==> src/hdl/sdl_pkg.sv <==
/*
 package for the serial converter input loader: widths, reset values and the
 packed carrier for words handed from the loader to the converter side.
 assumes a single core clock domain; serial pins sampled on that clock.
*/
package sdl_pkg;
   localparam int unsigned WORD_W = 12;
   localparam logic [WORD_W-1:0] WORD_RST = 12'h000;
   localparam logic [WORD_W-1:0] WORD_ONE = 12'h001;
   localparam logic [3:0] CNT_MAX = 4'hc;
   localparam logic [3:0] CNT_RST = 4'h0;
   localparam logic [3:0] CNT_ONE = 4'h1;
   localparam logic [1:0] FILL_EMPTY = 2'h0;
   localparam logic [1:0] FILL_FULL = 2'h2;

   // word leaving the converter register, with a flag for a full 12-bit fill
   typedef struct packed {
      logic full;
      logic [WORD_W-1:0] data;
   } sdl_word_type;

   // loader condition as seen by the control process
   typedef enum logic [1:0] {
      SDL_IDLE,
      SDL_SHIFT,
      SDL_LOAD
   } sdl_state_type;
endpackage : sdl_pkg

==> src/hdl/sdl_skid_buf.sv <==
/*
 two-entry buffer with valid/ready on both sides.
 assumes the consumer may hold ready low for any number of cycles.
*/
`timescale 1ns/100ps
module sdl_skid_buf (
   // clock and reset
   input wire logic core_clk_i,
   input wire logic srst_i,
   // fill side
   input wire logic in_valid_i,
   input sdl_pkg::sdl_word_type in_word_i,
   output logic in_ready_o,
   // drain side
   output logic out_valid_o,
   output sdl_pkg::sdl_word_type out_word_o,
   input wire logic out_ready_i
);
   sdl_pkg::sdl_word_type mem_ff [2];
   logic wr_ptr_ff;
   logic rd_ptr_ff;
   logic [1:0] fill_ff;
   logic do_wr;
   logic do_rd;

   // honest flags straight from the fill count
   assign in_ready_o = (fill_ff != sdl_pkg::FILL_FULL);
   assign out_valid_o = (fill_ff != sdl_pkg::FILL_EMPTY);
   assign out_word_o = mem_ff[rd_ptr_ff];
   assign do_wr = in_valid_i && in_ready_o;
   assign do_rd = out_valid_o && out_ready_i;

   // storage written only on an accepted word
   always_ff @(posedge core_clk_i) begin
      if (do_wr) begin
         mem_ff[wr_ptr_ff] <= in_word_i;
      end
   end

   // pointers and count
   always_ff @(posedge core_clk_i) begin
      if (srst_i) begin
         wr_ptr_ff <= 1'b0;
         rd_ptr_ff <= 1'b0;
         fill_ff <= sdl_pkg::FILL_EMPTY;
      end else begin
         if (do_wr) begin
            wr_ptr_ff <= ~wr_ptr_ff;
         end
         if (do_rd) begin
            rd_ptr_ff <= ~rd_ptr_ff;
         end
         fill_ff <= 2'(fill_ff + {1'b0, do_wr} - {1'b0, do_rd});
      end
   end

   a_buf_no_overflow: assert property (@(posedge core_clk_i) disable iff (srst_i)
      fill_ff <= sdl_pkg::FILL_FULL) else $error("buffer count beyond two");
endmodule // sdl_skid_buf

==> src/hdl/sdl_loader.sv <==
/*
 serial input loader of a 12-bit multiplying converter: serial shift register,
 level-sensitive active-low load into the converter register.
 assumes serial clock, data and strobe are synchronous to core_clk_i; the
 serial clock is sampled and its rising edge detected on the core clock.
*/
`timescale 1ns/100ps
module sdl_loader (
   // clock and reset
   input wire logic core_clk_i,
   input wire logic srst_i,
   // serial pins from the host
   input wire logic serial_clk_i,
   input wire logic serial_data_in_i,
   input wire logic load_strobe_n_i,
   // converter register towards the ladder, and the shift register behind it
   output logic [sdl_pkg::WORD_W-1:0] conv_word_o,
   output logic [sdl_pkg::WORD_W-1:0] shift_word_o,
   // loaded-word stream
   output logic load_valid_o,
   output sdl_pkg::sdl_word_type load_word_o,
   input wire logic load_ready_i,
   // status
   output logic word_full_o
);
   logic [sdl_pkg::WORD_W-1:0] shift_ff;
   logic [sdl_pkg::WORD_W-1:0] conv_ff;
   logic [3:0] cnt_ff;
   logic sclk_d_ff;
   logic strobe_d_ff;
   logic sclk_rise;
   logic strobe_rise;
   logic in_ready;
   sdl_pkg::sdl_state_type state;
   sdl_pkg::sdl_word_type push_word;

   // timing in core clock cycles: a serial clock rise seen at edge n shifts at edge n,
   // so shift_word_o shows the new bit from then on; a strobe-low edge copies the shift
   // register into the converter word at that edge; the rise that ends the pulse
   // pushes the held word, and the stream shows it from that edge on. pins are sampled
   // as they stand, so the host must hold each level for at least one cycle.

   // shift by one, new bit entering at the bottom so the first bit climbs to the top
   function automatic logic [sdl_pkg::WORD_W-1:0] shift_in(
      input logic [sdl_pkg::WORD_W-1:0] cur,
      input logic bit_in);
      shift_in = {cur[sdl_pkg::WORD_W-2:0], bit_in};
   endfunction

   // edge history of the two host pins; reset values match the idle pin levels so
   // that leaving reset never shows a false serial clock or strobe edge
   always_ff @(posedge core_clk_i) begin
      if (srst_i) begin
         sclk_d_ff <= 1'b0;
         strobe_d_ff <= 1'b1;
      end else begin
         sclk_d_ff <= serial_clk_i;
         strobe_d_ff <= load_strobe_n_i;
      end
   end

   assign sclk_rise = serial_clk_i && !sclk_d_ff;
   assign strobe_rise = load_strobe_n_i && !strobe_d_ff;

   // decode of the present operation, strobe low wins over shifting;
   // a serial clock rise under a low strobe is dropped, not held for later
   always_comb begin
      if (!load_strobe_n_i) begin
         state = sdl_pkg::SDL_LOAD;
      end else if (sclk_rise) begin
         state = sdl_pkg::SDL_SHIFT;
      end else begin
         state = sdl_pkg::SDL_IDLE;
      end
   end

   // shift register; the top bit falls off, so excess leading bits vanish
   // and a host may clock in a longer word with its padding in front
   always_ff @(posedge core_clk_i) begin
      if (srst_i) begin
         shift_ff <= sdl_pkg::WORD_RST;
      end else begin
         case (state)
            sdl_pkg::SDL_SHIFT: shift_ff <= shift_in(shift_ff, serial_data_in_i);
            sdl_pkg::SDL_LOAD: shift_ff <= shift_ff;
            sdl_pkg::SDL_IDLE: shift_ff <= shift_ff;
            default: shift_ff <= shift_ff;
         endcase
      end
   end

   // count of bits since the last load, saturating at a full word; a bit shifted on the
   // very edge of a strobe rise already belongs to the next word, so it counts as one
   always_ff @(posedge core_clk_i) begin
      if (srst_i) begin
         cnt_ff <= sdl_pkg::CNT_RST;
      end else if (strobe_rise && state == sdl_pkg::SDL_SHIFT) begin
         cnt_ff <= sdl_pkg::CNT_ONE;
      end else if (strobe_rise) begin
         cnt_ff <= sdl_pkg::CNT_RST;
      end else if (state == sdl_pkg::SDL_SHIFT && cnt_ff != sdl_pkg::CNT_MAX) begin
         cnt_ff <= cnt_ff + sdl_pkg::CNT_ONE;
      end
   end

   // converter register is transparent while the strobe is low, latched otherwise;
   // a flop re-copied on every low edge stands in for a real latch
   always_ff @(posedge core_clk_i) begin
      if (srst_i) begin
         conv_ff <= sdl_pkg::WORD_RST;
      end else if (state == sdl_pkg::SDL_LOAD) begin
         conv_ff <= shift_ff;
      end
   end

   // one word pushed per load pulse at its closing edge; a full buffer drops it
   // rather than stalling the pins, since the host gives no wait signal
   // one driver for the whole carrier; the full flag rides beside the held word
   assign push_word = {(cnt_ff == sdl_pkg::CNT_MAX), conv_ff};
   sdl_skid_buf u_buf (
      .core_clk_i(core_clk_i),
      .srst_i(srst_i),
      .in_valid_i(strobe_rise),
      .in_word_i(push_word),
      .in_ready_o(in_ready),
      .out_valid_o(load_valid_o),
      .out_word_o(load_word_o),
      .out_ready_i(load_ready_i)
   );

   // register outputs straight from the flops; the full flag is decoded from the count
   assign conv_word_o = conv_ff;
   assign shift_word_o = shift_ff;
   assign word_full_o = (cnt_ff == sdl_pkg::CNT_MAX);

   a_shift_one_bit: assert property (@(posedge core_clk_i) disable iff (srst_i)
      (load_strobe_n_i && sclk_rise) |=> (shift_ff[0] == $past(serial_data_in_i)
         && shift_ff[sdl_pkg::WORD_W-1:1] == $past(shift_ff[sdl_pkg::WORD_W-2:0])))
      else $error("shift did not advance one bit");
   a_conv_held_shift: assert property (@(posedge core_clk_i) disable iff (srst_i)
      (load_strobe_n_i && strobe_d_ff) |=> $stable(conv_ff))
      else $error("converter word changed while strobe high");
   a_conv_follows_shift: assert property (@(posedge core_clk_i) disable iff (srst_i)
      !load_strobe_n_i |=> (conv_ff == $past(shift_ff) && $stable(shift_ff)))
      else $error("converter word not following shift register");
   a_latch_on_rise: assert property (@(posedge core_clk_i) disable iff (srst_i)
      (strobe_rise && !serial_clk_i) |=> ($stable(conv_ff) && $stable(shift_ff)))
      else $error("latch edge disturbed a register");
   a_count_full: assert property (@(posedge core_clk_i) disable iff (srst_i)
      cnt_ff <= sdl_pkg::CNT_MAX) else $error("bit count beyond a word");
   a_reset_clears: assert property (@(posedge core_clk_i)
      srst_i |=> (conv_ff == sdl_pkg::WORD_RST && shift_ff == sdl_pkg::WORD_RST))
      else $error("reset left a register nonzero");

   // register, counter and stream-side checks; the buffer's own flags are read here only
   // no serial clock rise with the strobe high leaves the shift register alone
   a_shift_rests: assert property (@(posedge core_clk_i) disable iff (srst_i)
      (load_strobe_n_i && !sclk_rise) |=> $stable(shift_ff))
      else $error("shift register moved without a serial clock rise");

   // serial clock rises under a low strobe are neither applied nor remembered
   a_low_ignores_clk: assert property (@(posedge core_clk_i) disable iff (srst_i)
      (!load_strobe_n_i && sclk_rise) |=> $stable(shift_ff))
      else $error("serial clock acted while the strobe was low");

   // the converter word only moves after an edge that saw the strobe low
   a_conv_moves_low: assert property (@(posedge core_clk_i) disable iff (srst_i)
      !$stable(conv_ff) |-> $past(!load_strobe_n_i))
      else $error("converter word moved with the strobe high");

   // the bit count steps by one for every shift below a full word that is not on a strobe rise
   a_count_step: assert property (@(posedge core_clk_i) disable iff (srst_i)
      (load_strobe_n_i && sclk_rise && !strobe_rise && cnt_ff != sdl_pkg::CNT_MAX)
         |=> (cnt_ff == $past(cnt_ff) + sdl_pkg::CNT_ONE))
      else $error("bit count did not step with a shift");

   // a strobe rise with no shift on the same edge starts the next word from empty
   a_full_clears: assert property (@(posedge core_clk_i) disable iff (srst_i)
      (strobe_rise && !sclk_rise) |=> !word_full_o)
      else $error("full flag survived a load");

   // every accepted rise shows up as a buffered word on the next cycle
   a_push_valid: assert property (@(posedge core_clk_i) disable iff (srst_i)
      (strobe_rise && in_ready) |=> load_valid_o)
      else $error("accepted load left the stream empty");

   // into an empty buffer the latched converter word appears at the head
   a_push_data: assert property (@(posedge core_clk_i) disable iff (srst_i)
      (strobe_rise && !load_valid_o)
         |=> (load_word_o.data == $past(conv_ff)))
      else $error("pushed word differs from the converter word");

   // the full flag of that word reflects the count before the rise cleared it
   a_push_full: assert property (@(posedge core_clk_i) disable iff (srst_i)
      (strobe_rise && !load_valid_o)
         |=> (load_word_o.full == $past(cnt_ff == sdl_pkg::CNT_MAX)))
      else $error("pushed word carries a wrong full flag");

   // a rise against a full, stalled buffer is dropped and the head stays put
   a_drop_full: assert property (@(posedge core_clk_i) disable iff (srst_i)
      (strobe_rise && !in_ready && !load_ready_i)
         |=> (load_valid_o && $stable(load_word_o)))
      else $error("dropped load disturbed the buffered words");

   // an offered word stands unchanged until the consumer takes it
   a_word_stands: assert property (@(posedge core_clk_i) disable iff (srst_i)
      (load_valid_o && !load_ready_i) |=> (load_valid_o && $stable(load_word_o)))
      else $error("offered word withdrawn before it was taken");

   // the stream only fills from a strobe rise, never on its own
   a_fill_from_rise: assert property (@(posedge core_clk_i) disable iff (srst_i)
      $rose(load_valid_o) |-> $past(strobe_rise))
      else $error("stream word appeared without a load");

   // reset also empties the stream and the bit count
   a_reset_flags: assert property (@(posedge core_clk_i)
      srst_i |=> (!load_valid_o && !word_full_o))
      else $error("reset left the stream or count set");
endmodule // sdl_loader

==> config.mk <==
export PLATFORM = sky130hd
export DESIGN_NAME = sdl_loader
export DESIGN_NICKNAME = d
export VERILOG_FILES = /design/src/hdl/sdl_pkg.sv /design/src/hdl/sdl_skid_buf.sv /design/src/hdl/sdl_loader.sv
export SDC_FILE = /design/constraint.sdc
export NUM_CORES = 1
export LEC_CHECK = 0
export ABC_AREA = 0
export BUFFER_PORTS_ARGS = -buffer_cell sky130_fd_sc_hd__buf_2
export CAP_MARGIN = 20
export CORE_UTILIZATION = 48
export DETAILED_ROUTE_END_ITERATION = 8
export PLACE_DENSITY = 0.74
export SLEW_MARGIN = 20
export SYNTH_ARGS = -nofsm -noshare
export SYNTH_HDL_FRONTEND = slang
export SYNTH_HIERARCHICAL = 1
export SYNTH_SLANG_ARGS = --single-unit
==> constraint.sdc <==
create_clock -name core_clk_i -period 1.45 [get_ports core_clk_i]
set_input_delay 0.0725 -clock core_clk_i [delete_from_list [all_inputs] [get_ports core_clk_i]]
set_output_delay 0.0725 -clock core_clk_i [all_outputs]
set_load 0.05 [all_outputs]
== Word-level counts from Yosys, hierarchy flattened ==
Memory sizes are Yosys's and may differ from the RTL's. A register that Yosys moved wholly into a read port is not among the register bits.
Cells that the tools add are included.
Operators by class
  add/sub/neg operators: 3
  equal/unequal tests: 5
  mux-type cells: 9
  bitwise gates (word level): 2
  reduce and logical (&&, ||, !) cells: 11
Operators by type and width (number)
  two-way mux 1 bit: 8
  logical AND 1 bit: 6
  adder 4 x 1 -> 4 bit (second input constant): 1
  equality test 4 bit (second input constant): 1
  inequality test 4 bit (second input constant): 1
  nonzero test 3 bit: 1
  OR reduction 3 bit: 1
  adder 2 x 1 -> 2 bit: 1
  equality test 2 x 1 -> 1 bit (second input constant): 1
  equality test 2 bit (second input constant): 1
  logical NOT 1 bit: 2
  two-way mux 2 bit: 1
  inequality test 2 bit (second input constant): 1
  inverter 1 bit: 2
  nonzero test 2 bit: 1
  subtractor 2 x 1 -> 2 bit: 1
Word-level totals
  bits in registers: 34
  bits in writable memories: 26
  input bits: 6
  output and inout port bits: 39
  logic and storage cells: 40
  memories: 1
Memory list
  u_buf.mem_ff: words 2, bits a word 13, read ports 1, clocked after memory_dff 1, wr ports 1, RTL line sdl_skid_buf.sv:19  | sdl_pkg::sdl_word_type mem_ff [2];

== Depth between registers and ports, before layout ==
Gate-level depths: netlist of the first run.
  word-level depth: 9
  gate-level depth with buffers: 10
  gate-level depth less buffers: 9

== Modules after synthesis ==
The synthesis of the first run kept the hierarchy.
Modules (own cells, without submodules)
  sdl_skid_buf: instances 1, cells each 64, area an instance 1172.4 um^2, seq. area each 880.8 um^2
  sdl_loader: instances 1, cells each 125, area an instance 1144.8 um^2, seq. area each 600.6 um^2

== Least setup slack after synthesis of the first run ==
OpenSTA, ideal clock, no wires.
  path kind: register to register
  from: register strobe_d_ff
  to: memory u_buf/mem_ff[0][0] (netlist bit), enable pin
  setup time: 0.382 ns
  arrival: 1.227 ns
  data required time: 1.068 ns
  slack: -0.159 ns
  cell stages (with the launch flop): 5
  buffers on the path: 0
  clock period less this slack: 1.609 ns
  cell sequence: dfxtp_1 > nand2b_1 > inv_1 > nand2_2 > nor2_1
Between the ends
  cells in the longest elaborated chain, start to end: 5
Ends and longest elaborated chain
  start: declaration: RTL line sdl_loader.sv:30  | logic strobe_d_ff;
  start signal: assignment: RTL line sdl_loader.sv:58  | strobe_d_ff <= load_strobe_n_i;
  logical NOT 1 bit: RTL line sdl_loader.sv:63  | assign strobe_rise = load_strobe_n_i && !strobe_d_ff;
  logical AND 1 bit: RTL line sdl_loader.sv:63
  via strobe_rise: RTL line sdl_loader.sv:32  | logic strobe_rise;
  logical AND 1 bit: RTL line sdl_skid_buf.sv:30  | assign do_wr = in_valid_i && in_ready_o;
  two-way mux 1 bit: RTL line sdl_skid_buf.sv:35  | if (do_wr) begin
  two-way mux 1 bit (not written as such): RTL line sdl_skid_buf.sv:36  | mem_ff[wr_ptr_ff] <= in_word_i;
  end: declaration: RTL line sdl_skid_buf.sv:19
The timed path passes the listed nets, and every way through them passes these cells.

== Final worst setup path of the first run ==
  from: register u_buf.fill_ff[1]
  to: register u_buf.fill_ff[1]
Between the ends
  elaborated cells between the ends (all ways): 6
  those cells by class: 2 x add/sub; 1 x eq/ne; 3 x reduce/logical
RTL lines
  start: declaration: RTL line sdl_skid_buf.sv:22  | logic [1:0] fill_ff;
  start signal: assignment: RTL line sdl_skid_buf.sv:45  | fill_ff <= sdl_pkg::FILL_EMPTY;
  start signal: assignment: RTL line sdl_skid_buf.sv:53  | fill_ff <= 2'(fill_ff + {1'b0, do_wr} - {1'b0, do_rd});
  nonzero test 2 bit: RTL line sdl_skid_buf.sv:28  | assign out_valid_o = (fill_ff != sdl_pkg::FILL_EMPTY);
  logical AND 1 bit: RTL line sdl_skid_buf.sv:31  | assign do_rd = out_valid_o && out_ready_i;
  via u_buf.do_rd: RTL line sdl_skid_buf.sv:24  | logic do_rd;
  subtractor 2 x 1 -> 2 bit: RTL line sdl_skid_buf.sv:53
The timed path passes the listed nets, and every way through them passes these cells.
A chain may end at the register's enable or synchronous reset.

==> results.yml, run 1 <==
global_routing:
  antenna_found_initial: 0
  grt_overflow: 0
  grt_max_degree: 21
  gr-usage-all-layers: 0.181
  first_global_vias: 1398
  grt_pass1_wl_mm: 6.73
worst_setup_path:
  cp.arrival_ns: 1.71
  r2r-end: "u_buf/fill_ff[1]"
  critPathMaxFanout: 3
  crit_required_ns: 1.66
  critPathBufInv: 1
  crit_path_start_kind: "flop"
  r2r-start: "u_buf/fill_ff[1]"
  crit_type: "reg2reg"
  crit_top_cell: "ha_4"
  max_stage_delay_ns: 0.36
  reg2reg_depth: 7
  critPathTopFamily: "adder cells"
  cp_slowest_cell: "dfxtp_4"
  worstSetupEndpointType: "flop"
  path_cells: "o21a_4 -> ha_4 -> inv_2 -> ha_4 -> xor2_2 -> xnor2_1 -> nor2_1"
  r2r_slack_ns: -0.04
synth:
  ys_ff_latch: 61
  syn_inst: 189
  yosysSeqAreaShare: 0.639
  yosysUniqueCellTypes: 34
  synth_nets: 199
  netlist_area_mm2: 0.00232
  avgSynthCellArea_um2: 12.3
  ys_warn_count: 6
  ys_dominant_reg_cell: "dfxtp_1"
  synth_edf_count: 26
  async_flop_share: 0
finish:
  final_cell_mix: "buf_2 (31), dfxtp_1 (30), edfxtp_1 (26)"
  stdcell_count: 311
  final_common_cell: "buf_2"
  n_antenna_cell: 0
  seqCellArea_mm2: 0.00149
  design_area_mm2: 0.00306
  fill_cells: 321
  multi_input_area_um2: 855
  layout-drive-gt1-share: 0.398
  nets: 264
  syn_to_final_growth_pct: 32.0
  postLayoutCoreUtil: 0.679
timing:
  setup_violations: 1
  drv_slew: 0
  hold_ws_ns: 0.0199
  slew_headroom: 0.753
  fin_crit_ns: 1.49
  fin_skew_ns: 0.00471
  rsz0062_at_grt: "true"
  hold_violations: 0
  setup_ws_ns: -0.0427
  fin_crit_sh: 1.03
  setup_tns_ns: -0.0427
  clock.fmax_ghz: 0.670
  worstMarginPinSlew_ns: 0.371
worst_hold_path:
  hold_path_depth: 2
  hp-start: "serial_clk_i"
  hold_end: "sclk_d_ff"
  hp-class: "in2reg"
floorplan:
  ios: 45
  die_h_um: 71.5
  initial_core_util: 0.514
  die_area_mm2: 0.00511
  core_mm2: 0.00450
  die_x_um: 71.5
  rows: 24
clock_tree:
  insertion_delay_ns: 0.34
  numCtsBuffers: 9
  clock-sinks: 61
  clk_pin_slew_ns: 0.06
  cts_root_buffer: "clkbuf_8"
  tritoncts: "done"
  clock_path_buffers: 2
  htreeDepth: 3
route:
  detail_route.wirelength_mm: 4.41
  drt_pass1_iterations: 4
  drcViolationCount: 0
  drt-initial-drc-count: 80
  drt.antenna.violating_nets: 0
  via_per_inst: 5.07
  via_count: 1577
  wl_per_cell_um: 14.2
placement:
  numPortBuffers: 44
  pre_cts_slack_ns: -0.0309
  dp_hpwl_mm: 2.98
  gp_congestion: 0.813
  placed_area_mm2: 0.00273
  dp.cells: 291
status:
  outcome: "finished with violations"
  violations: "setup timing"
pwr:
  peakVddDrop_uv: 674
  power_density_mw_per_mm2: 1400
  p_leak_nw: 1.28
  power.total_mw: 4.29
run:
  cap_violations: 0
## state kept, by name, indices dropped and copies added (netlist names), named ones only
register,count
u_buf/mem_ff,26
conv_word_o,12
shift_word_o,12
cnt_ff,4
u_buf/fill_ff,2
sclk_d_ff,1
strobe_d_ff,1
u_buf/rd_ptr_ff,1
u_buf/wr_ptr_ff,1
## routing by layer
metal,vias to the layer above,wire [um],track usage
li1,789,-,-
met3,6,254,0.0689
met2,42,2220,0.301
met1,740,1890,0.208
met4,0,48,0.0850
met5,-,0,0
## worst max-delay path by stage
stage,startpoint,end,cells past startpoint
4_1_cts,u_buf/fill_ff[1],u_buf/fill_ff[1],7
3_5_place_dp,u_buf/fill_ff[0],u_buf/fill_ff[1],7
2_1_floorplan,cnt_ff[0],cnt_ff[2],6
3_3_place_gp,u_buf/fill_ff[1],u_buf/fill_ff[1],7
6_report,u_buf/fill_ff[1],u_buf/fill_ff[1],7
5_1_grt,u_buf/fill_ff[1],u_buf/fill_ff[1],7
## synth_stat cells, types with 2 or more instances
cell type  number  area (um^2)
xnor2_1         2         17.5
mux2i_1        12          120
buf_4           3         22.5
dfxtp_1        35          701
a21oi_1        12         60.1
nand3_1         4         20.0
nand2_1        25         93.8
mux2_1         11          124
buf_2           2         10.0
a211oi_1        2         15.0
mux2_2          2         22.5
edfxtp_1       26          781
inv_1           6         22.5
ha_1            4         50.1
or3_1           2         12.5
nor2_1         17         63.8
o31ai_1         2         15.0
nor2b_1         3         18.8
clkbuf_1        4         15.0
## kinds of logic after synthesis
logic type,count (synthesis),synth area share
adders and majority gates,4,0.0216
buffers and inverters,15,0.0302
AOI/OAI and AO/OA,21,0.0562
xor gates and xnor gates,3,0.0113
and+or+nand+nor,59,0.120
muxes,26,0.121
DFF,61,0.639
## final cells by class
cell class / count / share of cell area
multi-input cells: 113 / 0.279
clock inverters: 5 / 0.00859
flip-flops and latches: 61 / 0.488
clock buffers: 11 / 0.0462
inverters: 6 / 0.0102
repair buffers: 63 / 0.146
well taps: 52 / 0.0213
## where the power goes
| part | internal, mW | switching [mW] |
|---|---|---|
| combinational | 0.445 | 0.665 |
| sequential | 1.86 | 0.0495 |
| clock | 0.651 | 0.621 |
## what timing repair did
action | in CTS | in global routing
buffers inserted | 2 | 1
endpoints found under the hold margin | 1 | 0
setup endpoints to repair | 12 | 13
resized for setup | 22 | 19
pin swaps | 5 | 2
hold buffers | 1 | 0
No activity file was read; power rests on OpenSTA's default activity.
==> run 2: changes to the inputs <==
Settings changed: SKIP_CTS_REPAIR_TIMING set to 1.
==> results.yml, run 2 (synthesis gave the netlist of run 1 again) <==
timing:
  setup_tns_ns: -0.0407
  fin_skew_ns: 0.00452
  clock.fmax_ghz: 0.671
  rsz0062_at_grt: "true"
  fin_crit_sh: 1.03
  fin_crit_ns: 1.49
  hold_violations: 0
  slew_headroom: 0.753
  worstMarginPinSlew_ns: 0.370
  setup_ws_ns: -0.0407
  setup_violations: 1
  drv_slew: 0
route:
  drt-initial-drc-count: 68
  drt.antenna.violating_nets: 0
  via_count: 1608
  wl_per_cell_um: 14.1
  via_per_inst: 5.10
  drt_pass1_iterations: 6
  detail_route.wirelength_mm: 4.43
  drcViolationCount: 0
finish:
  final_common_cell: "buf_2"
  stdcell_count: 315
  top_register: "u_buf/mem_ff"
  final_cell_mix: "buf_2 (31), dfxtp_1 (30), edfxtp_1 (26)"
  n_antenna_cell: 0
  layout-drive-gt1-share: 0.414
  fill_cells: 320
  nets: 268
  design_area_mm2: 0.00308
  syn_to_final_growth_pct: 33.1
  largest_reg_flops: 26
floorplan:
  die_area_mm2: 0.00511
  rows: 24
  ios: 45
  initial_core_util: 0.514
  die_h_um: 71.5
  core_mm2: 0.00450
  die_x_um: 71.5
worst_setup_path:
  critPathTopFamily: "adder cells"
  crit_required_ns: 1.66
  r2r_slack_ns: -0.04
  cp_slowest_cell: "dfxtp_4"
  critPathMaxFanout: 3
  r2r-start: "u_buf/fill_ff[1]"
  crit_top_cell: "ha_4"
  max_stage_delay_ns: 0.36
  r2r-end: "u_buf/fill_ff[1]"
  path_cells: "o21a_4 -> ha_4 -> inv_2 -> ha_4 -> xor2_1 -> xnor2_1 -> nor2_1"
  critPathBufInv: 1
  crit_path_start_kind: "flop"
  crit_type: "reg2reg"
  worstSetupEndpointType: "flop"
  cp.arrival_ns: 1.70
  reg2reg_depth: 7
pwr:
  sequentialPowerShare: 0.444
  peakVddDrop_uv: 675
  clkPwrFrac: 0.295
  combPwrFrac: 0.261
  p_sw_mw: 1.33
  power_density_mw_per_mm2: 1390
  p_leak_nw: 1.30
  power.total_mw: 4.29
  p_int_mw: 2.97
  swShare: 0.309
worst_hold_path:
  hp-start: "serial_clk_i"
  hold_end: "sclk_d_ff"
  hold_path_depth: 2
  hp-class: "in2reg"
placement:
  dp_hpwl_mm: 2.98
  gp_congestion: 0.813
  placed_area_mm2: 0.00273
  dp.cells: 291
  pre_cts_slack_ns: -0.0309
  numPortBuffers: 44
status:
  violations: "setup timing"
  outcome: "finished with violations"
global_routing:
  gr-usage-all-layers: 0.174
  grt_pass1_wl_mm: 6.47
  first_global_vias: 1352
  grt_max_degree: 21
  grt_overflow: 0
  grt_util_met3: 0.0689
  antenna_found_initial: 0
  grt_use_met2: 0.290
  grt_use_met1: 0.196
  grt_busiest_layer: "met2"
clock_tree:
  numCtsBuffers: 9
  clk_pin_slew_ns: 0.06
  tritoncts: "done"
  clock-sinks: 61
  insertion_delay_ns: 0.33
  clock_path_buffers: 2
  cts_root_buffer: "clkbuf_8"
  htreeDepth: 3
run:
  cap_violations: 0
## run 2: worst max path at each step
stage | slack (ns) | startpoint | end | depth (start not counted)
6_report | -0.04 | u_buf/fill_ff[1] | u_buf/fill_ff[1] | 7
5_1_grt | -0.11 | u_buf/fill_ff[1] | u_buf/fill_ff[1] | 7
4_1_cts | -0.06 | u_buf/fill_ff[0] | u_buf/fill_ff[1] | 8
3_5_place_dp | -0.03 | u_buf/fill_ff[0] | u_buf/fill_ff[1] | 7
3_3_place_gp | 0.007 | u_buf/fill_ff[1] | u_buf/fill_ff[1] | 7
2_1_floorplan | 0.006 | cnt_ff[0] | cnt_ff[2] | 6
## run 2: area by class of cell
cell class	instances	area, um^2	share of cell area
Multi-Input combinational cell	113	855	0.277
Sequential cell	61	1500	0.485
Timing Repair Buffer	67	473	0.153
Clock inverter	5	26.3	0.00852
Clock buffer	11	141	0.0458
Inverter	6	28.8	0.00933
Tap cell	52	65.1	0.0211
## run 2: per-stage QoR
| stage | util | hold slack, ns |
|---|---|---|
| finish | 0.685 | 0.0203 |
| global route | 0.685 | 0.0264 |
| CTS | 0.643 | -0.0328 |
| detailed placement | 0.606 | 0.323 |
| global placement | 0.606 | 0.322 |
| floorplan | - | 0.144 |
## run 2: power by group through the flow
stage	registers [mW]	logic, mW	clock network [mW]
after floorplan	1.93	0.711	0
after global placement	1.92	0.937	0
after detailed placement	1.93	0.951	0
after CTS	1.89	0.952	1.28
after global routing	1.91	1.18	1.35
final	1.91	1.12	1.27
## run 2: per-layer routing
metal | up-vias | share of wire
li1 | 799 | -
met1 | 751 | 0.43
met2 | 46 | 0.49
met3 | 12 | 0.055
met4 | 0 | 0.022
met5 | - | 0
## run 2: worst reg2reg max path, delay by kind of cell (launching register included)
kind                     cells  cell delay, ns
XOR/XNOR                     2            0.29
flip-flops                   1            0.36
AO/OA/AOI/OAI                1            0.23
buffers and inverters        1            0.04
AND/OR/NAND/NOR              1            0.05
adder cells (fa/ha/maj)      2            0.41
==> run 3: changes to the inputs <==
Settings changed: CELL_PAD_IN_SITES_DETAIL_PLACEMENT set to 1, CELL_PAD_IN_SITES_GLOBAL_PLACEMENT set to 2, CORE_UTILIZATION 48 to 32, PLACE_DENSITY 0.74 to unset, PLACE_DENSITY_LB_ADDON set to 0.1.
==> results.yml, run 3 (synthesis gave the netlist of run 1 again) <==
global_routing:
  grt_max_degree: 23
  grt_pass1_wl_mm: 8.20
  antenna_found_initial: 0
  first_global_vias: 1628
  grt_overflow: 0
  gr-usage-all-layers: 0.148
worst_setup_path:
  crit_type: "reg2reg"
  critPathMaxFanout: 4
  worstSetupEndpointType: "flop"
  crit_top_cell: "ha_4"
  cp.arrival_ns: 1.67
  crit_path_start_kind: "flop"
  path_cells: "o21a_2 -> ha_4 -> inv_2 -> ha_4 -> xor2_2 -> xnor2_1 -> nor2_1"
  critPathBufInv: 1
  max_stage_delay_ns: 0.33
  critPathTopFamily: "adder cells"
  cp_slowest_cell: "dfxtp_2"
  crit_required_ns: 1.66
placement:
  gp_congestion: 0.732
  dp.cells: 333
  dp_hpwl_mm: 3.70
  numPortBuffers: 44
  placed_area_mm2: 0.00279
clock_tree:
  numCtsBuffers: 9
  insertion_delay_ns: 0.33
  clock-sinks: 61
  clk_pin_slew_ns: 0.07
  clock_path_buffers: 2
  cts_root_buffer: "clkbuf_8"
  tritoncts: "done"
  htreeDepth: 3
route:
  via_per_inst: 4.49
  drt_pass1_iterations: 4
  drt.antenna.violating_nets: 0
  drt-initial-drc-count: 35
  drcViolationCount: 0
  detail_route.wirelength_mm: 5.24
  wl_per_cell_um: 14.9
  via_count: 1581
finish:
  syn_to_final_growth_pct: 35.6
  final_cell_mix: "buf_2 (40), dfxtp_1 (30), edfxtp_1 (26)"
  fill_cells: 761
  stdcell_count: 352
  top_register: "u_buf/mem_ff"
  largest_reg_flops: 26
  layout-drive-gt1-share: 0.398
  seqCellArea_mm2: 0.00149
  nets: 261
  final_common_cell: "buf_2"
  n_antenna_cell: 0
  design_area_mm2: 0.00314
  multi_input_area_um2: 852
worst_hold_path:
  hp-class: "in2reg"
timing:
  setup_tns_ns: -0.00895
  setup_ws_ns: -0.00895
  slew_headroom: 0.806
  fin_crit_ns: 1.46
  clock.fmax_ghz: 0.685
  drv_slew: 0
  setup_violations: 1
  fin_skew_ns: 0.00708
  rsz0062_at_grt: "true"
  hold_violations: 0
  fin_crit_sh: 1.01
  worstMarginPinSlew_ns: 0.290
floorplan:
  initial_core_util: 0.336
  die_x_um: 87.1
  rows: 30
  die_area_mm2: 0.00759
  ios: 45
  core_mm2: 0.00691
  die_h_um: 87.1
run:
  cap_violations: 0
pwr:
  peakVddDrop_uv: 573
  p_leak_nw: 1.28
  power_density_mw_per_mm2: 1520
status:
  outcome: "finished with violations"
  violations: "setup timing"
[run 3: per-layer routing]
metal	up-vias	part of all wire	GRT usage
li1	779	-	-
met1	764	0.48	0.187
met2	30	0.47	0.238
met3	8	0.036	0.0332
met4	0	0.019	0.0805
met5	-	0	0
[run 3: where the power goes]
part           leakage, nW  switching, mW  internal, mW  total, mW
registers            0.535         0.0458          1.86       1.90
logic                0.628          0.658         0.376       1.03
clock network        0.120          0.695          1.15       1.84
[run 3: final cells by class]
cell class | count | share of cell area
multi-input combinational | 113 | 0.271
inverter | 6 | 0.00916
sequential | 61 | 0.474
tap | 96 | 0.0382
timing repair buffer | 60 | 0.129
clock buffer | 9 | 0.0394
clock inverter | 7 | 0.0394
[run 3: worst paths after layout]
| path | cells after the start | slack (ns) | to | start |
|---|---|---|---|---|
| max | 7 | -0.009 | u_buf/fill_ff[1] | u_buf/fill_ff[0] |
| min | 2 | 0.009 | sclk_d_ff | serial_clk_i |
| max reg2reg | 7 | -0.009 | u_buf/fill_ff[1] | u_buf/fill_ff[0] |
| min reg2reg | 2 | 0.48 | shift_word_o[7] | shift_word_o[6] |
[run 3: stage by stage]
stage          total power, mW  setup slack [ns]  hold slack (ns)   util
2_1_floorplan             2.65           0.00632            0.144      -
3_3_place_gp              2.85            0.0169            0.313  0.405
3_5_place_dp              2.88           -0.0561            0.331  0.405
4_1_cts                   4.74           -0.0947          -0.0358  0.440
5_1_grt                   5.00           -0.0920           0.0156  0.455
6_report                  4.78          -0.00895          0.00856  0.455
